`config.mk`:
```
export PLATFORM = sky130hd
export DESIGN_NAME = asc_core
export DESIGN_NICKNAME = d
export VERILOG_FILES = /design/src/asc_tx.v /design/src/asc_core.v
export VERILOG_INCLUDE_DIRS = /design/src
export SDC_FILE = /design/constraint.sdc
export NUM_CORES = 1
export LEC_CHECK = 0
export BUFFER_PORTS_ARGS = -buffer_cell sky130_fd_sc_hd__buf_4
export CAP_MARGIN = 10
export CELL_PAD_IN_SITES_DETAIL_PLACEMENT = 0
export CELL_PAD_IN_SITES_GLOBAL_PLACEMENT = 1
export CORE_MARGIN = 1.5
export CORE_UTILIZATION = 52
export DETAILED_ROUTE_END_ITERATION = 10
export PLACE_DENSITY_LB_ADDON = 0.08
export SLEW_MARGIN = 10
export SYNTH_ARGS = -nofsm -noshare
export SYNTH_HDL_FRONTEND = slang
export SYNTH_SLANG_ARGS = --single-unit
```
`constraint.sdc`:
```
create_clock -name clk -period 15.6 [get_ports clk]
set_input_delay 3.12 -clock clk [delete_from_list [all_inputs] [get_ports clk]]
set_output_delay 3.12 -clock clk [all_outputs]
set_load 0.01 [all_outputs]
```
`src/asc_defs.vh`:
```
`ifndef ASC_DEFS_VH
`define ASC_DEFS_VH

// register block placement on the 16-bit peripheral bus (word addresses)
`define ASC_BASE 16'h7050
`define ASC_BASE_HI 12'h705
`define ASC_NREGS 4'hB

// register indices, added to the base
`define ASC_REG_FMT 4'h0
`define ASC_REG_CTL 4'h1
`define ASC_REG_BAUD_HI 4'h2
`define ASC_REG_BAUD_LO 4'h3
`define ASC_REG_INTC 4'h4
`define ASC_REG_RXST 4'h5
`define ASC_REG_RXPEEK 4'h6
`define ASC_REG_RXDAT 4'h7
`define ASC_REG_TXPIN 4'h8
`define ASC_REG_TXDAT 4'h9
`define ASC_REG_RXPIN 4'hA

// frame format register fields
`define ASC_FMT_LEN_HI 2
`define ASC_FMT_ADDR 3
`define ASC_FMT_PEN 4
`define ASC_FMT_PEVEN 5
`define ASC_FMT_STOP2 6

// main control register fields
`define ASC_CTL_TXEN 0
`define ASC_CTL_RXEN 1
`define ASC_CTL_SLEEP 2
`define ASC_CTL_TXWAKE 3
`define ASC_CTL_ERRIE 4

// interrupt control / transmit status fields
`define ASC_INTC_TXIE 0
`define ASC_INTC_RXIE 1
`define ASC_INTC_TXEMPTY 6
`define ASC_INTC_TX_BUFFER_READY 7

// receive status fields
`define ASC_RXST_WAKE 0
`define ASC_RXST_PE 1
`define ASC_RXST_OE 2
`define ASC_RXST_FE 3
`define ASC_RXST_BRK 4
`define ASC_RXST_FULL 5
`define ASC_RXST_ERR 6

// pin control fields
`define ASC_PIN_FUNC 0
`define ASC_PIN_DIR 1
`define ASC_PIN_DOUT 2
`define ASC_PIN_DIN 3

// reset values
`define ASC_FMT_RST 8'h07
`define ASC_CTL_RST 8'h00
`define ASC_BAUD_RST 16'h0000
`define ASC_INTC_RST 2'h0
`define ASC_PIN_RST 3'h0

// timing: bit cell in baud ticks, centre sample, idle gap, wake gap
`define ASC_TICKS_PER_BIT 16
`define ASC_TICK_LAST 4'hF
`define ASC_TICK_MID 4'h7
`define ASC_IDLE_BITS 10
`define ASC_WAKE_IDLE_BITS 11

`endif

```
`src/asc_tx.v`:
```
`timescale 1ns/1ps
`include "asc_defs.vh"

module asc_tx #(
  parameter FRAME_W = 24
) (
  input wire clk,
  input wire rst,
  input wire ce,
  input wire tick,
  input wire tx_enable,
  input wire load,
  input wire [7:0] load_data,
  input wire [2:0] char_len,
  input wire addr_mode,
  input wire par_en,
  input wire par_even,
  input wire two_stop,
  input wire wake,
  output wire wake_taken,
  output wire tx_line,
  output wire tx_buffer_ready,
  output wire tx_empty
);

reg [7:0] hold;
reg hold_full;
reg [FRAME_W-1:0] shifter;
reg [4:0] bits_left;
reg [3:0] tick_cnt;
reg [FRAME_W-1:0] vec;
reg [4:0] next_count;
reg par;
integer n;
integer i;
wire start;

////////////////////////////////////////////////////////////////////////
// frame image: optional idle gap, start, data lsb first, addr, parity
always @*
begin
  vec = {FRAME_W{1'b1}};
  par = 1'b0;
  n = 0;
  if (!addr_mode && wake)
    n = `ASC_WAKE_IDLE_BITS;
  vec[n] = 1'b0;
  n = n + 1;
  for (i = 0; i < 8; i = i + 1)
  begin
    if (i <= char_len)
    begin
      vec[n] = hold[i];
      par = par ^ hold[i];
      n = n + 1;
    end
  end
  if (addr_mode)
  begin
    vec[n] = wake;
    par = par ^ wake;
    n = n + 1;
  end
  if (par_en)
  begin
    vec[n] = par_even ? par : ~par;
    n = n + 1;
  end
  // stop bits are already ones in the image
  next_count = n[4:0] + 5'd1 + {4'd0, two_stop};
end

// a frame starts as soon as the shifter is idle and a character waits
assign start = tx_enable && hold_full && (bits_left == 5'd0);

////////////////////////////////////////////////////////////////////////
// holding buffer and shifter; a load in the start cycle is kept
always @(posedge clk or posedge rst)
begin
  if (rst)
  begin
    hold <= 8'h00;
    hold_full <= 1'b0;
    shifter <= {FRAME_W{1'b1}};
    bits_left <= 5'd0;
    tick_cnt <= 4'h0;
  end
  else if (ce)
  begin
    if (start)
    begin
      shifter <= vec;
      bits_left <= next_count;
      tick_cnt <= 4'h0;
      hold_full <= 1'b0;
    end
    else if (bits_left != 5'd0 && tick)
    begin
      if (tick_cnt == `ASC_TICK_LAST)
      begin
        shifter <= {1'b1, shifter[FRAME_W-1:1]};
        bits_left <= bits_left - 5'd1;
        tick_cnt <= 4'h0;
      end
      else
        tick_cnt <= tick_cnt + 4'h1;
    end
    if (load)
    begin
      hold <= load_data;
      hold_full <= 1'b1;
    end
  end
end

// the line is the shifter's low bit: ones fill it, so idle is mark
assign tx_line = shifter[0];
assign wake_taken = ce && start && wake;
assign tx_buffer_ready = !hold_full;
assign tx_empty = !hold_full && (bits_left == 5'd0);

endmodule // asc_tx

```
`src/asc_core.v`:
```
// How it works
// - transmit and receive each have holding buffer, enable and interrupt
// - transmitter and receiver run alone or together, half or full duplex
// - receiver flags break, parity, overrun and framing errors separately
// - bit rate comes from a 16-bit divisor in two baud registers
// - fastest rate is system clock over sixteen, 625 kbit/s at 10 MHz
// - frame has one start bit then one to eight data bits
// - optional parity bit after data, even or odd
// - frame ends with one or two stop bits
// - wake-up by idle-line gap or by address bit
// - transmit-ready flag while the holding buffer can take a character
// - transmitter-empty flag when nothing is left to send
// - receive-full flag while a character waits for software
// - break-detected flag when a break arrives on the receive line
// - combined receive-error flag when any of the four errors is set
// - separate tx and rx interrupt enables; break ignores those enables
// - eleven registers decoded from base 7050h
// - eight-bit registers on bits 7..0, upper byte reads zero
// - both pins use non-return-to-zero coding
// - each pin serves the serial link or works as general purpose i/o
// - all status flags are readable for polling or interrupt service
//
// Our own choices: the strobed register port and the register offsets.
`timescale 1ns/1ps
`include "asc_defs.vh"

module asc_core #(
  parameter ADDR_W = 16
) (
  input wire clk,
  input wire rst,
  input wire ce,
  input wire [ADDR_W-1:0] bus_addr,
  input wire [15:0] bus_wdata,
  input wire bus_wr,
  input wire bus_rd,
  output reg [15:0] bus_rdata,
  input wire serial_tx_pin_in,
  output wire serial_tx_pin_out,
  output wire serial_tx_pin_oe,
  input wire serial_rx_pin_in,
  output wire serial_rx_pin_out,
  output wire serial_rx_pin_oe,
  output wire tx_int,
  output wire rx_int,
  output wire tx_buffer_ready,
  output wire rx_buffer_full,
  output wire break_detected
);

localparam [3:0] S_IDLE = 4'b0001;
localparam [3:0] S_START = 4'b0010;
localparam [3:0] S_DATA = 4'b0100;
localparam [3:0] S_STOP = 4'b1000;
localparam [31:0] IDLE_PROD = `ASC_IDLE_BITS * `ASC_TICKS_PER_BIT;
localparam [7:0] IDLE_TICKS = IDLE_PROD[7:0];

reg [7:0] fmt;
reg [7:0] ctl;
reg [15:0] baud;
reg [1:0] intc;
reg [2:0] txpin;
reg [2:0] rxpin;
reg [15:0] baud_cnt;
reg rx_s1;
reg rx_s2;
reg txp_s1;
reg txp_s2;
reg rx_prev;
reg [3:0] rx_state;
reg [3:0] rx_tcnt;
reg [3:0] rx_bitn;
reg [9:0] rx_shift;
reg [7:0] idle_cnt;
reg idle_seen;
reg frame_addr;
reg [7:0] rx_data;
reg rx_full;
reg rx_wake;
reg err_par;
reg err_ovr;
reg err_frm;
reg err_brk;
reg [9:0] aligned;
reg [7:0] fr_data;
reg fr_addr;
reg fr_par_ok;
reg [7:0] rd_mux;
integer k;

wire hit;
wire [3:0] idx;
wire wr;
wire rd;
wire tick;
wire rx_line;
wire [3:0] rx_nb;
wire rx_finish;
wire fr_is_addr;
wire fr_accept;
wire fr_break;
wire rx_error;
wire rxdat_read;
wire rxst_write;
wire wake_taken;
wire tx_line;
wire tx_empty;

////////////////////////////////////////////////////////////////////////
// address decode: eleven word registers from the base upward
assign hit = (bus_addr[ADDR_W-1:4] == `ASC_BASE_HI) &&
             (bus_addr[3:0] < `ASC_NREGS);
assign idx = bus_addr[3:0];
assign wr = ce && bus_wr && hit;
assign rd = ce && bus_rd && hit;
assign rxdat_read = rd && (idx == `ASC_REG_RXDAT);
assign rxst_write = wr && (idx == `ASC_REG_RXST);

// control registers; only the low byte is stored, upper byte dropped
always @(posedge clk or posedge rst)
begin
  if (rst)
  begin
    fmt <= `ASC_FMT_RST;
    ctl <= `ASC_CTL_RST;
    baud <= `ASC_BAUD_RST;
    intc <= `ASC_INTC_RST;
    txpin <= `ASC_PIN_RST;
    rxpin <= `ASC_PIN_RST;
  end
  else if (ce)
  begin
    // hardware clears the wake request once the frame carrying it starts
    if (wake_taken)
      ctl[`ASC_CTL_TXWAKE] <= 1'b0;
    if (wr)
    begin
      case (idx)
        `ASC_REG_FMT: fmt <= bus_wdata[7:0];
        `ASC_REG_CTL: ctl <= bus_wdata[7:0];
        `ASC_REG_BAUD_HI: baud[15:8] <= bus_wdata[7:0];
        `ASC_REG_BAUD_LO: baud[7:0] <= bus_wdata[7:0];
        `ASC_REG_INTC: intc <= bus_wdata[1:0];
        `ASC_REG_TXPIN: txpin <= bus_wdata[2:0];
        `ASC_REG_RXPIN: rxpin <= bus_wdata[2:0];
        default: ;
      endcase
    end
  end
end

////////////////////////////////////////////////////////////////////////
// baud tick: one tick every divisor+1 clocks, sixteen ticks a bit, so
// divisor zero gives clk/16 (625 kbit/s from a 10 MHz clock)
always @(posedge clk or posedge rst)
begin
  if (rst)
    baud_cnt <= 16'h0000;
  else if (ce)
  begin
    if (baud_cnt == 16'h0000)
      baud_cnt <= baud;
    else
      baud_cnt <= baud_cnt - 16'h0001;
  end
end

assign tick = (baud_cnt == 16'h0000);

////////////////////////////////////////////////////////////////////////
// pin synchronisers; the first stage feeds only the second
always @(posedge clk or posedge rst)
begin
  if (rst)
  begin
    rx_s1 <= 1'b1;
    rx_s2 <= 1'b1;
    txp_s1 <= 1'b1;
    txp_s2 <= 1'b1;
  end
  else if (ce)
  begin
    rx_s1 <= serial_rx_pin_in;
    rx_s2 <= rx_s1;
    txp_s1 <= serial_tx_pin_in;
    txp_s2 <= txp_s1;
  end
end

// a pin given to general i/o shows the receiver a resting mark
assign rx_line = rxpin[`ASC_PIN_FUNC] ? rx_s2 : 1'b1;

////////////////////////////////////////////////////////////////////////
// transmitter
asc_tx #(
  .FRAME_W(24)
) u_tx (
  .clk(clk),
  .rst(rst),
  .ce(ce),
  .tick(tick),
  .tx_enable(ctl[`ASC_CTL_TXEN]),
  .load(wr && (idx == `ASC_REG_TXDAT)),
  .load_data(bus_wdata[7:0]),
  .char_len(fmt[`ASC_FMT_LEN_HI:0]),
  .addr_mode(fmt[`ASC_FMT_ADDR]),
  .par_en(fmt[`ASC_FMT_PEN]),
  .par_even(fmt[`ASC_FMT_PEVEN]),
  .two_stop(fmt[`ASC_FMT_STOP2]),
  .wake(ctl[`ASC_CTL_TXWAKE]),
  .wake_taken(wake_taken),
  .tx_line(tx_line),
  .tx_buffer_ready(tx_buffer_ready),
  .tx_empty(tx_empty)
);

////////////////////////////////////////////////////////////////////////
// receiver bit count: data bits, then address bit and parity if used
assign rx_nb = {1'b0, fmt[`ASC_FMT_LEN_HI:0]} + 4'd1 +
               {3'd0, fmt[`ASC_FMT_ADDR]} + {3'd0, fmt[`ASC_FMT_PEN]};
assign rx_finish = (rx_state == S_STOP) && tick &&
                   (rx_tcnt == `ASC_TICK_LAST);

// receive sequencer; a false start (line high at mid cell) is dropped
always @(posedge clk or posedge rst)
begin
  if (rst)
  begin
    rx_state <= S_IDLE;
    rx_tcnt <= 4'h0;
    rx_bitn <= 4'h0;
    rx_shift <= 10'h000;
    rx_prev <= 1'b1;
    idle_cnt <= 8'h00;
    idle_seen <= 1'b0;
    frame_addr <= 1'b0;
  end
  else if (ce)
  begin
    rx_prev <= rx_line;
    if (!ctl[`ASC_CTL_RXEN])
    begin
      rx_state <= S_IDLE;
      idle_cnt <= 8'h00;
      idle_seen <= 1'b0;
    end
    else
    begin
      case (rx_state)
        S_IDLE:
        begin
          if (rx_prev && !rx_line)
          begin
            rx_state <= S_START;
            rx_tcnt <= 4'h0;
            frame_addr <= idle_seen;
            idle_seen <= 1'b0;
            idle_cnt <= 8'h00;
          end
          else if (tick)
          begin
            // a gap of ten mark bits marks the next frame as an address
            if (!rx_line)
              idle_cnt <= 8'h00;
            else if (idle_cnt >= IDLE_TICKS - 8'd1)
              idle_seen <= 1'b1;
            else
              idle_cnt <= idle_cnt + 8'h01;
          end
        end
        S_START:
        begin
          if (tick)
          begin
            if (rx_tcnt == `ASC_TICK_MID)
            begin
              rx_tcnt <= 4'h0;
              rx_bitn <= 4'h0;
              rx_state <= rx_line ? S_IDLE : S_DATA;
            end
            else
              rx_tcnt <= rx_tcnt + 4'h1;
          end
        end
        S_DATA:
        begin
          if (tick)
          begin
            if (rx_tcnt == `ASC_TICK_LAST)
            begin
              // mid-cell sample, shifted in from the top, lsb first
              rx_shift <= {rx_line, rx_shift[9:1]};
              rx_tcnt <= 4'h0;
              rx_bitn <= rx_bitn + 4'h1;
              if (rx_bitn == rx_nb - 4'd1)
                rx_state <= S_STOP;
            end
            else
              rx_tcnt <= rx_tcnt + 4'h1;
          end
        end
        S_STOP:
        begin
          // only the first stop bit is checked, so two-stop frames
          // may be followed at once by the next start edge
          if (rx_finish)
            rx_state <= S_IDLE;
          else if (tick)
            rx_tcnt <= rx_tcnt + 4'h1;
        end
        default: rx_state <= S_IDLE;
      endcase
    end
  end
end

////////////////////////////////////////////////////////////////////////
// unpack the frame: align, then pick data, address bit and parity
always @*
begin
  aligned = rx_shift >> (4'd10 - rx_nb);
  fr_data = 8'h00;
  for (k = 0; k < 8; k = k + 1)
  begin
    if (k <= fmt[`ASC_FMT_LEN_HI:0])
      fr_data[k] = aligned[k];
  end
  fr_addr = fmt[`ASC_FMT_ADDR] ? aligned[fmt[`ASC_FMT_LEN_HI:0] + 4'd1] :
            1'b0;
  // even parity: all counted bits xor to zero; odd: to one
  fr_par_ok = ((^(aligned & ((10'h001 << rx_nb) - 10'h001))) ==
              !fmt[`ASC_FMT_PEVEN]);
end

assign fr_is_addr = fmt[`ASC_FMT_ADDR] ? fr_addr : frame_addr;
assign fr_accept = !ctl[`ASC_CTL_SLEEP] || fr_is_addr;
assign fr_break = (aligned == 10'h000) && !rx_line;

////////////////////////////////////////////////////////////////////////
// receive buffer and status; a new event wins over a same-cycle clear
always @(posedge clk or posedge rst)
begin
  if (rst)
  begin
    rx_data <= 8'h00;
    rx_full <= 1'b0;
    rx_wake <= 1'b0;
    err_par <= 1'b0;
    err_ovr <= 1'b0;
    err_frm <= 1'b0;
    err_brk <= 1'b0;
  end
  else if (ce)
  begin
    if (rxdat_read)
      rx_full <= 1'b0;
    if (rxst_write)
    begin
      // write one to clear the error flags
      if (bus_wdata[`ASC_RXST_PE])
        err_par <= 1'b0;
      if (bus_wdata[`ASC_RXST_OE])
        err_ovr <= 1'b0;
      if (bus_wdata[`ASC_RXST_FE])
        err_frm <= 1'b0;
      if (bus_wdata[`ASC_RXST_BRK])
        err_brk <= 1'b0;
    end
    if (rx_finish && ctl[`ASC_CTL_RXEN])
    begin
      if (fr_break)
        err_brk <= 1'b1;
      if (fr_accept)
      begin
        rx_data <= fr_data;
        rx_wake <= fr_is_addr;
        rx_full <= 1'b1;
        if (rx_full && !rxdat_read)
          err_ovr <= 1'b1;
        if (fmt[`ASC_FMT_PEN] && !fr_par_ok)
          err_par <= 1'b1;
        if (!rx_line)
          err_frm <= 1'b1;
      end
    end
  end
end

assign rx_error = err_par | err_ovr | err_frm | err_brk;

////////////////////////////////////////////////////////////////////////
// read mux; unmapped and reserved bits read zero
always @*
begin
  case (idx)
    `ASC_REG_FMT: rd_mux = fmt;
    `ASC_REG_CTL: rd_mux = ctl;
    `ASC_REG_BAUD_HI: rd_mux = baud[15:8];
    `ASC_REG_BAUD_LO: rd_mux = baud[7:0];
    `ASC_REG_INTC: rd_mux = {tx_buffer_ready, tx_empty, 4'h0, intc};
    `ASC_REG_RXST: rd_mux = {1'b0, rx_error, rx_full, err_brk, err_frm,
                             err_ovr, err_par, rx_wake};
    `ASC_REG_RXPEEK: rd_mux = rx_data;
    `ASC_REG_RXDAT: rd_mux = rx_data;
    `ASC_REG_TXPIN: rd_mux = {4'h0, txp_s2, txpin};
    `ASC_REG_RXPIN: rd_mux = {4'h0, rx_s2, rxpin};
    default: rd_mux = 8'h00;
  endcase
end

// read data stands only in the cycle after the strobe
always @(posedge clk or posedge rst)
begin
  if (rst)
    bus_rdata <= 16'h0000;
  else if (ce)
  begin
    if (rd)
      bus_rdata <= {8'h00, rd_mux};
    else
      bus_rdata <= 16'h0000;
  end
end

////////////////////////////////////////////////////////////////////////
// pins: serial function or plain i/o driven by direction bit
assign serial_tx_pin_out = txpin[`ASC_PIN_FUNC] ? tx_line :
                           txpin[`ASC_PIN_DOUT];
assign serial_tx_pin_oe = txpin[`ASC_PIN_FUNC] | txpin[`ASC_PIN_DIR];
assign serial_rx_pin_out = rxpin[`ASC_PIN_DOUT];
assign serial_rx_pin_oe = !rxpin[`ASC_PIN_FUNC] &&
                          rxpin[`ASC_PIN_DIR];

// interrupt requests; break is not held back by the tx/rx enables
assign tx_int = intc[`ASC_INTC_TXIE] && tx_buffer_ready;
assign rx_int = (intc[`ASC_INTC_RXIE] && rx_full) ||
                (ctl[`ASC_CTL_ERRIE] && rx_error) || err_brk;

assign rx_buffer_full = rx_full;
assign break_detected = err_brk;

endmodule // asc_core

```
# After elaboration in Yosys (flattened, before gate mapping)
# Index checks and enable logic that the tools add are counted.
dict set report op_classes {
  add_sub_neg 25
  n_mul 0
  div_mod_pow 0
  order_cmp 32
  eq_ne 39
  shift 2
  muxes 146
  bitwise 15
  n_reduce_logical 79
}
# cell n
set ops {}
lappend ops {{32-bit by 2-bit adder with 32-bit output (second input constant)} 10}
lappend ops {{32-bit by 1-bit greater-or-equal comparator with 1-bit output (second input constant)} 10}
lappend ops {{32-bit by 7-bit < comparator with 1-bit output (second input constant)} 10}
lappend ops {{24-bit two-way mux} 12}
lappend ops {{32-bit two-way mux} 8}
lappend ops {{24-bit bitwise mux} 10}
lappend ops {{4-bit two-way mux} 25}
lappend ops {{8-bit case mux with 9 select lines} 1}
lappend ops {{1-bit two-way mux} 62}
lappend ops {{8-bit two-way mux} 7}
lappend ops {{1-bit demux with 5-bit select} 11}
lappend ops {{1-bit logical AND} 37}
lappend ops {{4-bit case mux with 4 select lines} 2}
lappend ops {{3-bit AND reduction} 9}
lappend ops {{4-bit by 3-bit == test with 1-bit output (second input constant)} 6}
lappend ops {{4-bit == test (second input constant)} 6}
lappend ops {{24-bit inverter} 1}
lappend ops {{3-bit inequality test (second input constant)} 7}
lappend ops {{5-bit two-way mux} 4}
lappend ops {{16-bit logical NOT} 1}
lappend ops {{16-bit two-way mux} 1}
lappend ops {{8-bit AND reduction} 2}
lappend ops {{16-bit by 1-bit subtractor with 16-bit output (second input constant)} 1}
lappend ops {{2-bit inequality test (second input constant)} 7}
lappend ops {{50 further kinds} 88}
dict set report word_totals {
  regBits 165
  latch_bits 0
  ramBits 0
  romBits 0
  in_bits 39
  word_cells 372
  n_memories 0
}

# Depth between registers and ports, before layout
# Gate-level depths: netlist (run 1).
dict set report logic_depth {
  word_depth 28
  depth_mapped 36
}

# Modules after synthesis
# Synthesis (run 1) repeated with hierarchy kept, for this count alone.
dict set report unflattened {
  hier_cells 1855
  hier_area_um2 14949.3
}
# module n_inst cells_per_inst area_each_um2 seq_area_each_um2
set modules_own_cells {}
lappend modules_own_cells {asc_tx 1 1030 7633.6 1081.0}
lappend modules_own_cells {asc_core 1 825 7315.8 2889.0}

# Least setup slack after synthesis (run 1)
# Ideal clock, no wire load.
dict set report synth_path {
  kind {flip-flop to flip-flop}
  startpoint {register fmt[0]}
  endpoint {register u_tx.bits_left[4]}
  arrival_time_ps 7683
  path_slack_ps 7779
  path_stages_with_launch 37
  path_buffers 3
  synth_period_minus_slack_ps 7821
  cell_sequence {dfstp_2 > buf_4 > inv_2 > ha_1 > a211oi_4 > inv_2 > buf_2 > fa_1 > buf_2 > clkinv_1 > xnor2_1 > ha_1 > nand3_1 > o41ai_1 > a21oi_1 > nand2_1 > ha_1 > nor2_1 > a21oi_1 > ha_1 > inv_1 > a21oi_1 > o221ai_1 > a22oi_1 > ha_1 > mux2_2 > ha_1 > mux2_2 > ha_1 > nand2_1 > o21ai_0 > ha_1 > o21bai_1 > a21oi_1 > a21oi_1 > xor2_1 > o21ai_0}
}
dict set report synth_between {
  elab_chain_cells 21
}
# item line_no
set synth_lines {}
lappend synth_lines {{from (decl)} asc_core.v:58} ;# reg [7:0] fmt;
lappend synth_lines {{from (signal assigned)} asc_core.v:124} ;# fmt <= `ASC_FMT_RST;
lappend synth_lines {{from (signal assigned)} asc_core.v:139} ;# `ASC_REG_FMT: fmt <= bus_wdata[7:0];
lappend synth_lines {{1-bit by 3-bit less-or-equal comparator with 1-bit output} asc_tx.v:51} ;# if (i <= char_len)
lappend synth_lines {{32-bit two-way mux} asc_tx.v:51}
lappend synth_lines {{32-bit by 2-bit adder with 32-bit output} asc_tx.v:55} ;# n = n + 1;
lappend synth_lines {{32-bit two-way mux} asc_tx.v:51}
lappend synth_lines {{32-bit by 2-bit adder with 32-bit output} asc_tx.v:55}
lappend synth_lines {{32-bit two-way mux} asc_tx.v:51}
lappend synth_lines {{32-bit by 2-bit adder with 32-bit output} asc_tx.v:55}
lappend synth_lines {{32-bit two-way mux} asc_tx.v:51}
lappend synth_lines {{(+4 left out)} n/a}
lappend synth_lines {{32-bit by 2-bit adder with 32-bit output} asc_tx.v:55}
lappend synth_lines {{32-bit two-way mux *} asc_tx.v:51}
lappend synth_lines {{32-bit by 2-bit adder with 32-bit output} asc_tx.v:62} ;# n = n + 1;
lappend synth_lines {{32-bit two-way mux *} asc_tx.v:58} ;# if (addr_mode)
lappend synth_lines {{5-bit by 2-bit adder with 5-bit output} asc_tx.v:67} ;# n = n + 1;
lappend synth_lines {{5-bit two-way mux *} asc_tx.v:64} ;# if (par_en)
lappend synth_lines {{5-bit by 1-bit adder with 5-bit output * (2 in a row)} asc_tx.v:70} ;# next_count = n[4:0] + 5'd1 + {4'd0, two_stop};
lappend synth_lines {{5-bit two-way mux *} asc_tx.v:90} ;# if (start)
lappend synth_lines {{to (signal assigned)} asc_tx.v:93} ;# bits_left <= next_count;
lappend synth_lines {{to (signal assigned)} asc_tx.v:102} ;# bits_left <= bits_left - 5'd1;
lappend synth_lines {{to (decl)} asc_tx.v:29} ;# reg [4:0] bits_left;
# Mark *: on every way between the ends. The rest lies on a longest branch, timed or not.
# A chain may end at the register's enable or synchronous reset.

# Worst setup path in the final report (run 1)
dict set report layout_path {
  startpoint {register fmt[0]}
  endpoint {register u_tx.shifter[18]}
}
dict set report layout_between {
  elab_chain_cells 23
}
# item line_no
set layout_lines {}
lappend layout_lines {{1-bit by 3-bit less-or-equal comparator with 1-bit output} asc_tx.v:51}
lappend layout_lines {{32-bit two-way mux} asc_tx.v:51}
lappend layout_lines {{32-bit by 2-bit adder with 32-bit output, or another cell as far along} asc_tx.v:55}
lappend layout_lines {{32-bit two-way mux / 1-bit logical AND (equally long branches)} {asc_tx.v:51, asc_tx.v:53}}
lappend layout_lines {{32-bit by 2-bit adder with 32-bit output, or another cell as far along} asc_tx.v:55}
lappend layout_lines {{32-bit two-way mux, or another cell as far along} asc_tx.v:51}
lappend layout_lines {{32-bit by 2-bit adder with 32-bit output, or another cell as far along} asc_tx.v:55}
lappend layout_lines {{32-bit two-way mux, or another cell as far along} asc_tx.v:51}
lappend layout_lines {{(+7 left out)} n/a}
lappend layout_lines {{32-bit two-way mux, or another cell as far along} asc_tx.v:58}
lappend layout_lines {{32-bit by 1-bit greater-or-equal comparator with 1-bit output (implied by the code), or another cell as far along} asc_tx.v:66} ;# vec[n] = par_even ? par : ~par;
lappend layout_lines {{1-bit logical AND (implied by the code), or another cell as far along} asc_tx.v:66}
lappend layout_lines {{1-bit two-way mux / 24-bit bitwise mux (equally long branches)} {asc_tx.v:66, asc_tx.v:60}}
lappend layout_lines {{1-bit demux with 5-bit select / 24-bit two-way mux (equally long branches)} n/a}
lappend layout_lines {{24-bit bitwise mux} asc_tx.v:66}
lappend layout_lines {{24-bit two-way mux *} asc_tx.v:64}
lappend layout_lines {{24-bit two-way mux *} asc_tx.v:90}
lappend layout_lines {{to (signal assigned)} asc_tx.v:84} ;# shifter <= {FRAME_W{1'b1}};
lappend layout_lines {{to (signal assigned)} asc_tx.v:92} ;# shifter <= vec;
lappend layout_lines {{to (signal assigned)} asc_tx.v:101} ;# shifter <= {1'b1, shifter[FRAME_W-1:1]};
lappend layout_lines {{to (decl)} asc_tx.v:28} ;# reg [FRAME_W-1:0] shifter;
# Marks and branches as above.

==> flow_metrics.env, run 1 <==
export IMPL_max_stage_delay_ps=900
export IMPL_die_area_sq_um=28400
export IMPL_start_util_pct=53.0
export IMPL_gp_congestion=0.945
export IMPL_cp_max_fo=23
export IMPL_netlist_area_sq_um=14200
export IMPL_antenna_found_initial=1
export IMPL_cp_arrival_ps=9970
export IMPL_min_delay_start="u_tx.shifter[20]"
export IMPL_synth_cell_type_count=100
export IMPL_port_buffers=47
export IMPL_hold_path_class="reg -> reg"
export IMPL_io_pins=64
export IMPL_ir_worst_vdd_v=0.0000757
export IMPL_clkTransAtPathRegs_ps=80
export IMPL_min_path_cells=2
export IMPL_die_y_um=168
export IMPL_dp_hpwl_mm=31.8
export IMPL_cts_path_max_buffers=2
export IMPL_timing_rr_end="u_tx.shifter[18]"
export IMPL_tns_ps=0
export IMPL_ys_seq_area_share_pct=27.9
export IMPL_clkLatencyLatePin_ps=440
export IMPL_r2r_start="fmt[0]"
export IMPL_finalCritPeriodShare_pct=61.6
export IMPL_powerDensity_nw_per_um2=63.9
export IMPL_layout_drive_gt1_share_pct=15.3
export IMPL_grtUsageTotal_pct=31.0
export IMPL_syn_inst=1775
export IMPL_postRouteAntennaNets=0
export IMPL_synthFlopType="dfrtp_1"
export IMPL_drtIter0Drc=1382
export IMPL_grt_pass1_wl_mm=70.1
export IMPL_grt_ovfl_total=0
export IMPL_syn_area_per_cell_sq_um=8.02
export IMPL_outcome="complete, no violations"
export IMPL_slowest_stage="fa_1"
export IMPL_fmax_ghz=0.104
export IMPL_ys_seq_elements=157
export IMPL_final_cell_mix="180 x nand2_1, 166 x nor2_1, 124 x o21ai_0, 124 x dfrtp_1, 120 x a21oi_1"
export IMPL_first_global_vias=12800
export IMPL_cts_max_level=4
export IMPL_worst_pin_slew_ps=998
export IMPL_max_cap_violations=0
export IMPL_final_util_pct=56.9
export IMPL_clock_sinks=157
export IMPL_cts_resized=0
export IMPL_wl_per_cell_um=20.5
export IMPL_syn_to_final_growth_pct=7.39
export IMPL_crit_start="fmt[0]"
export IMPL_max_slew_margin_rel_pct=33.2
export IMPL_drc_errors=0
export IMPL_die_w_um=168
export IMPL_leakage_nw=6.45
export IMPL_cts_hold_buf=0
export IMPL_dr_pass1_iters=6
export IMPL_fin_nets=1848
export IMPL_setup_viol=0
export IMPL_worstSetupStartpointType="register"
export IMPL_ys_async_sr_fraction_pct=100
export IMPL_wirelength_mm=43.2
export IMPL_reg2regPathDepth=31
export IMPL_skew_ps=23.9
export IMPL_yosys_warnings=0
export IMPL_rows=60
export IMPL_path_common_cell="ha_1"
export IMPL_vias_per_cell=6.35
export IMPL_layout_min_cycle_time_ps=9600
export IMPL_grt_setup_unrepaired="no"
export IMPL_coreArea_sq_um=26900
export IMPL_min_to="u_tx.shifter[20]"
export IMPL_final_common_cell="nand2_1"
export IMPL_numCtsBuffers=17
export IMPL_cts_root_buf="clkbuf_16"
export IMPL_slew_viol_final=0
export IMPL_post_cts_setup_buffer_count=0
export IMPL_synth_edff_count=0
export IMPL_regToRegSetupSlack_ps=6000
export IMPL_grt_max_degree=85
export IMPL_critPathRequiredTime_ps=15970
export IMPL_cp_end_kind="register"
export IMPL_vias=13400
export IMPL_hold_viol=0
export IMPL_crit_type="reg -> reg"
export IMPL_cts_tree="built"
-- worst max-delay path, delay by kind of cell (launching register included) --
kind | cells | cell delay [ps]
adders and majority gates | 7 | 2900
AOI/OAI and AO/OA | 10 | 2510
and+or+nand+nor | 8 | 1700
buffers and inverters | 4 | 900
DFF | 1 | 860
xor gates and xnor gates | 1 | 350
muxes | 1 | 300
-- state kept, by name, summed over array words and instances, names as in the netlist, 2 cells and up --
signal / flops
baud: 16
baud_cnt: 16
bus_rdata: 8
ctl: 8
fmt: 8
idle_cnt: 8
intc: 2
rx_bitn: 4
rx_data: 8
rx_shift: 10
rx_state: 4
rx_tcnt: 4
rxpin: 3
txpin: 3
u_tx.bits_left: 5
u_tx.hold: 8
u_tx.shifter: 24
u_tx.tick_cnt: 4
-- cell usage after synthesis (12+ instances only) --
library cell  count  area share, %
nor3_1           82            2.9
a22oi_1          13           0.69
inv_1            58            1.5
o211ai_1         16           0.84
a21o_1           12           0.63
o21ai_0         124            4.4
and3_1           28            1.2
clkbuf_1         72            1.9
dfstp_2          33            6.1
xor2_1           14           0.86
mux2_2           86            6.8
ha_1             56            4.9
nand4_1          19           0.84
nor2b_1          18           0.79
and2_1           14           0.62
or2_2            14           0.62
xnor2_1          40            2.5
o22ai_1          29            1.3
buf_2            13           0.46
nor4_1           18           0.79
nor2_1          166            4.4
nand3_1          86            3.0
nand2_1         180            4.7
a21oi_1         120            4.2
dfrtp_1         124             22
or3_1            20           0.88
a31oi_1          19           0.84
nand2b_1         16           0.70
mux2i_1          53            3.7
a211oi_1         18           0.95
-- cells by family (layout without fill, tap and decap cells) --
logic type               Yosys count  after routing  synth area share [%]
XOR/XNOR                          64             64                  4.62
multiplexers                     142            142                  11.0
AO/OA/AOI/OAI                    473            473                  21.8
other                              1              9                0.0264
AND/OR/NAND/NOR                  708            708                  24.4
adder cells (fa/ha/maj)           58             58                  5.20
buffers and inverters            172            154                  5.05
flip-flops                       157            157                  27.9
-- per-stage QoR --
| stage | std cells | total power, mW | worst slack (ps) | cell area (sq um) | hold WS [ps] |
|---|---|---|---|---|---|
| 2_1_floorplan | 1782 | 0.514 | 7780 | 14300 | 454 |
| 3_3_place_gp | 2073 | 0.538 | 6180 | 14700 | 465 |
| 3_5_place_dp | 2073 | 0.540 | 6050 | 14700 | 469 |
| 4_1_cts | 2105 | 0.985 | 6060 | 15300 | 481 |
| 5_1_grt | 2106 | 1.02 | 5330 | 15300 | 505 |
| 6_report | 2106 | 0.977 | 6000 | 15300 | 481 |
-- cell type report --
class	count	area, sq um
Tap cell	341	427
Timing Repair Buffer	59	443
Inverter	63	241
Fill cell	2513	11600
Antenna cell	1	2.50
Sequential cell	157	3970
Multi-Input combinational cell	1453	9570
Clock buffer	17	425
Clock inverter	15	204
-- worst max-delay path by stage --
stage,endpoint,slack [ps],cells past startpoint
after global placement,u_tx.shifter[18],6180,31
after floorplan,u_tx.bits_left[4],7780,36
after detailed placement,u_tx.shifter[17],6050,31
after CTS,u_tx.shifter[17],6060,31
final,u_tx.shifter[18],6000,31
after global routing,u_tx.shifter[17],5330,31
-- metal layers --
metal	share of wire, %	routed length, um	up-vias	global-route usage (%)
met1	45	19400	6431	42.7
met2	48	20800	425	51.8
met5	0	0	-	0
li1	-	-	6448	-
met4	2.1	919	0	8.58
met3	4.9	2100	62	3.22
-- power breakdown --
group	leakage, nW	total, mW	switching, mW	internal, mW
Sequential	2.00	0.450	0.0210	0.429
Clock	0.303	0.444	0.221	0.223
Combinational	4.15	0.0835	0.0516	0.0318
Total	6.45	0.977	0.294	0.683
Note: power is estimated with default switching activity, not from simulation.
==> run 2: changes to the inputs <==
--- a/config.mk
+++ b/config.mk
@@ -11,7 +11,7 @@
 export CELL_PAD_IN_SITES_DETAIL_PLACEMENT = 0
 export CELL_PAD_IN_SITES_GLOBAL_PLACEMENT = 1
 export CORE_MARGIN = 1.5
-export CORE_UTILIZATION = 52
+export CORE_UTILIZATION = 48
 export DETAILED_ROUTE_END_ITERATION = 10
 export PLACE_DENSITY_LB_ADDON = 0.08
 export SLEW_MARGIN = 10
==> constraint.sdc (replaced) <==
create_clock -name clk -period 9.3 [get_ports clk]
set_input_delay 1.86 -clock clk [delete_from_list [all_inputs] [get_ports clk]]
set_output_delay 1.86 -clock clk [all_outputs]
set_load 0.01 [all_outputs]
==> run 2 against run 1 <==
Net effect:
- sequential share of layout area down 0.089 points
- register-to-register slack worse by 5300 ps
- die area increased by 8.2%
- setup slack lost 5300 ps
==> flow_metrics.env, run 2 (synthesis results as in run 1) <==
export IMPL_wirelength_mm=44.2
export IMPL_r2r_start="fmt[0]"
export IMPL_max_cap_violations=0
export IMPL_regToRegSetupSlack_ps=690
export IMPL_critPathRequiredTime_ps=9660
export IMPL_coreArea_sq_um=28900
export IMPL_antenna_found_initial=0
export IMPL_fmax_ghz=0.116
export IMPL_port_buffers=47
export IMPL_dr_pass1_iters=5
export IMPL_cp_max_fo=23
export IMPL_final_common_cell="nand2_1"
export IMPL_layout_min_cycle_time_ps=8610
export IMPL_regMostFlops="u_tx.shifter"
export IMPL_die_w_um=175
export IMPL_clock_sinks=157
export IMPL_reg2regPathDepth=31
export IMPL_worstSetupStartpointType="register"
export IMPL_drtIter0Drc=1112
export IMPL_grtUsageTotal_pct=29.2
export IMPL_min_path_cells=2
export IMPL_layout_drive_gt1_share_pct=15.6
export IMPL_hold_viol=0
export IMPL_start_util_pct=49.2
export IMPL_vias=13500
export IMPL_final_cell_mix="180 x nand2_1, 166 x nor2_1, 124 x o21ai_0, 124 x dfrtp_1, 120 x a21oi_1"
export IMPL_slowest_stage="dfstp_2"
export IMPL_ir_worst_vdd_v=0.000121
export IMPL_tns_ps=0
export IMPL_drc_errors=0
export IMPL_setup_viol=0
export IMPL_clkTransAtPathRegs_ps=70
export IMPL_rows=62
export IMPL_clkLatencyLatePin_ps=450
export IMPL_dp_hpwl_mm=33.0
export IMPL_syn_to_final_growth_pct=7.75
export IMPL_gp_congestion=0.910
export IMPL_skew_ps=13.2
export IMPL_fin_cells=2155
export IMPL_total_power_mw=1.60
export IMPL_final_util_pct=53.0
export IMPL_timing_rr_end="u_tx.shifter[18]"
export IMPL_finalCritPeriodShare_pct=92.6
export IMPL_largest_reg_flops=24
export IMPL_fin_nets=1855
export IMPL_grt_max_degree=92
export IMPL_die_y_um=175
export IMPL_max_slew_margin_rel_pct=30.3
export IMPL_powerDensity_nw_per_um2=104
export IMPL_cts_max_level=4
export IMPL_max_stage_delay_ps=880
export IMPL_cp_arrival_ps=8980
export IMPL_wl_per_cell_um=20.5
export IMPL_cp_end_kind="register"
export IMPL_worst_pin_slew_ps=1040
export IMPL_crit_type="reg -> reg"
export IMPL_postRouteAntennaNets=0
export IMPL_die_area_sq_um=30700
export IMPL_layout_setup_ws_ps=687
export IMPL_grt_ovfl_total=0
export IMPL_path_common_cell="ha_1"
export IMPL_grt_setup_unrepaired="no"
export IMPL_min_delay_start="u_tx.shifter[20]"
export IMPL_outcome="complete, no violations"
export IMPL_reg_top3="u_tx.shifter x24, baud x16, baud_cnt x16"
export IMPL_grt_pass1_wl_mm=70.8
export IMPL_first_global_vias=12800
export IMPL_cts_path_max_buffers=2
export IMPL_cts_resized=0
export IMPL_post_cts_setup_buffer_count=0
export IMPL_cts_tree="built"
export IMPL_min_to="u_tx.shifter[20]"
export IMPL_cts_hold_buf=0
export IMPL_leakage_nw=6.46
export IMPL_slew_viol_final=0
export IMPL_place_ws_ps=787
export IMPL_hold_path_class="reg -> reg"
export IMPL_numCtsBuffers=17
export IMPL_n_antenna_cell=0
export IMPL_place_inst=2123
export IMPL_io_pins=64
export IMPL_vias_per_cell=6.27
export IMPL_cts_root_buf="clkbuf_16"
## run 2: layout make-up
| class | instances | area, sq um |
|---|---|---|
| fillers | 2805 | 13600 |
| clock inverters | 13 | 125 |
| flip-flops and latches | 157 | 3970 |
| inverters | 63 | 241 |
| well taps | 384 | 480 |
| clock buffers | 19 | 453 |
| multi-input cells | 1453 | 9570 |
| repair buffers | 66 | 495 |
## run 2: worst max-delay path by stage
stage,start,endpoint,slack [ps],cells past startpoint
2_1_floorplan,fmt[0],u_tx.bits_left[4],1480,36
3_3_place_gp,fmt[0],u_tx.shifter[3],970,28
3_5_place_dp,fmt[0],u_tx.shifter[18],790,31
4_1_cts,fmt[0],u_tx.shifter[18],760,31
5_1_grt,fmt[0],u_tx.shifter[18],80,31
6_report,fmt[0],u_tx.shifter[18],690,31
## run 2: per-layer routing
metal,routed length [um],vias to the layer above,GRT usage (%)
met5,0,-,0
met1,20100,6583,39.3
met3,2060,78,4.48
met4,1310,0,10.8
met2,20700,386,47.3
li1,-,6456,-
## run 2: power by group
part / internal [mW] / switching, mW
sequential: 0.720 / 0.0348
clock: 0.387 / 0.316
combinational: 0.0536 / 0.0866
total: 1.16 / 0.438
## run 2: worst max-delay path, delay by kind of cell (launching register included)
kind                     cells  cell delay (ps)
adder cells (fa/ha/maj)      7             2600
AO/OA/AOI/OAI               10             2290
AND/OR/NAND/NOR              8             1760
flip-flops                   1              880
buffers and inverters        4              400
multiplexers                 1              310
XOR/XNOR                     1              270
## run 2: through the flow
stage	area [sq um]	hold WS [ps]
6_report	15300	488
5_1_grt	15300	499
3_3_place_gp	14800	465
3_5_place_dp	14800	474
2_1_floorplan	14300	454
4_1_cts	15300	484
==> run 3: changes to the inputs <==
--- a/config.mk
+++ b/config.mk
@@ -10,8 +10,8 @@
 export CAP_MARGIN = 10
 export CELL_PAD_IN_SITES_DETAIL_PLACEMENT = 0
 export CELL_PAD_IN_SITES_GLOBAL_PLACEMENT = 1
-export CORE_MARGIN = 1.5
-export CORE_UTILIZATION = 48
+export CORE_MARGIN = 3
+export CORE_UTILIZATION = 52
 export DETAILED_ROUTE_END_ITERATION = 10
 export PLACE_DENSITY_LB_ADDON = 0.08
 export SLEW_MARGIN = 10
==> constraint.sdc (replaced) <==
create_clock -name clk -period 10.66 [get_ports clk]
set_input_delay 2.132 -clock clk [delete_from_list [all_inputs] [get_ports clk]]
set_output_delay 2.132 -clock clk [all_outputs]
set_load 0.01 [all_outputs]
==> run 3 against run 2 <==
Net effect:
- first-iteration DRC count grew 41%
- combinational power shrank 11%
- highest routed layer unchanged
- critical endpoint unchanged
- non-clock buffer count shrank 5
- largest power group unchanged
==> flow_metrics.env, run 3 (synthesis results as in run 1) <==
export IMPL_syn_to_final_growth_pct=7.11
export IMPL_whs_ps=488
export IMPL_grt_pass1_wl_mm=69.7
export IMPL_slowest_stage="fa_1"
export IMPL_io_pins=64
export IMPL_final_cell_mix="180 x nand2_1, 166 x nor2_1, 124 x o21ai_0, 124 x dfrtp_1, 120 x a21oi_1"
export IMPL_powerDensity_nw_per_um2=92.7
export IMPL_grt_setup_unrepaired="no"
export IMPL_slew_viol_final=0
export IMPL_grt_ovfl_total=0
export IMPL_cts_tree="built"
export IMPL_die_w_um=171
export IMPL_skew_ps=23.8
export IMPL_final_area_sq_um=15200
export IMPL_setup_viol=0
export IMPL_fin_nets=1850
export IMPL_hold_path_class="reg -> reg"
export IMPL_worstSetupStartpointType="register"
export IMPL_cts_resized=0
export IMPL_worst_pin_slew_ps=1020
export IMPL_dr_pass1_iters=6
export IMPL_layout_min_cycle_time_ps=9170
export IMPL_layout_drive_gt1_share_pct=15.4
export IMPL_hold_viol=0
export IMPL_n_antenna_cell=0
export IMPL_postRouteAntennaNets=0
export IMPL_critPathRequiredTime_ps=11030
export IMPL_vias=13500
export IMPL_max_stage_delay_ps=860
export IMPL_finalCritPeriodShare_pct=86.1
export IMPL_port_buffers=47
export IMPL_vias_per_cell=6.44
export IMPL_max_cap_violations=0
export IMPL_cts_root_buf="clkbuf_16"
export IMPL_largest_reg_flops=24
export IMPL_drtIter0Drc=1567
export IMPL_first_global_vias=12900
export IMPL_cp_max_fo=23
export IMPL_path_common_cell="ha_1"
export IMPL_ir_worst_vdd_v=0.000111
export IMPL_reg_top3="u_tx.shifter x24, baud x16, baud_cnt x16"
export IMPL_dp_hpwl_mm=31.5
export IMPL_rows=59
export IMPL_drc_errors=0
export IMPL_cts_hold_buf=0
export IMPL_cts_max_level=4
export IMPL_wirelength_mm=43.0
export IMPL_min_path_cells=2
export IMPL_grtUsageTotal_pct=29.5
export IMPL_clock_sinks=157
export IMPL_start_util_pct=53.7
export IMPL_regMostFlops="u_tx.shifter"
export IMPL_wl_per_cell_um=20.5
export IMPL_coreArea_sq_um=26500
export IMPL_die_y_um=171
export IMPL_final_common_cell="nand2_1"
export IMPL_outcome="complete, no violations"
export IMPL_gp_congestion=0.955
export IMPL_leakage_nw=6.45
export IMPL_n_fill_cell=2456
export IMPL_tns_ps=0
export IMPL_post_cts_setup_buffer_count=0
export IMPL_reg2regPathDepth=31
export IMPL_clkLatencyLatePin_ps=450
export IMPL_crit_type="reg -> reg"
export IMPL_grt_max_degree=81
export IMPL_cp_arrival_ps=9540
export IMPL_cts_path_max_buffers=2
export IMPL_max_slew_margin_rel_pct=31.6
export IMPL_placed_area_sq_um=14700
export IMPL_cp_end_kind="register"
export IMPL_clkTransAtPathRegs_ps=90
export IMPL_numCtsBuffers=17
export IMPL_antenna_found_initial=0
export IMPL_fmax_ghz=0.109
export IMPL_die_area_sq_um=29400
==> run 3: layout make-up <==
cell class	instances	area [sq um]	share of cell area [%]
Clock buffer	17	425	2.79
Clock inverter	15	160	1.05
Inverter	63	241	1.58
Multi-Input combinational cell	1453	9570	62.8
Sequential cell	157	3970	26.0
Tap cell	335	419	2.75
Timing Repair Buffer	61	458	3.00
==> run 3: worst max-delay path: cells and delay by family (launching register included) <==
family	cells	cell delay, ps
fa+ha+maj	7	2890
compound gates	10	2250
simple gates	8	1660
flops	1	850
buf+inv	4	790
xor+xnor	1	350
mux	1	310
==> run 3: metrics by stage <==
step                      util, %  worst slack [ps]  power (mW)  instances
after floorplan                 -              2840       0.752       1782
after global placement       55.3              1690       0.788       2069
after detailed placement     55.3              1520       0.792       2069
after CTS                    57.5              1500        1.42       2101
after global routing         57.5               750        1.47       2101
final                        57.5              1490        1.41       2101
==> run 3: power by group <==
part           internal [mW]  total, mW  switching [mW]
Clock                  0.316      0.631           0.315
Combinational         0.0468      0.124          0.0767
Sequential             0.628      0.658          0.0308
Total                  0.991       1.41           0.422
==> run 3: final timing paths <==
path	start	endpoint	slack (ps)
max in group asynchronous	rst	err_par	7380
worst min register to register	u_tx.shifter[20]	u_tx.shifter[20]	490
min in group asynchronous	rst	baud_cnt[2]	1770
worst min-delay path	u_tx.shifter[20]	u_tx.shifter[20]	490
worst max-delay path	fmt[0]	u_tx.shifter[18]	1490
worst max register to register	fmt[0]	u_tx.shifter[18]	1490
==> run 3: per-layer routing <==
layer | track usage, % | routed length [um] | vias up
met3 | 4.11 | 2370 | 87
met1 | 40.3 | 19000 | 6495
met5 | 0 | 0 | -
met4 | 9.69 | 1310 | 0
li1 | - | - | 6457
met2 | 48.5 | 20300 | 499
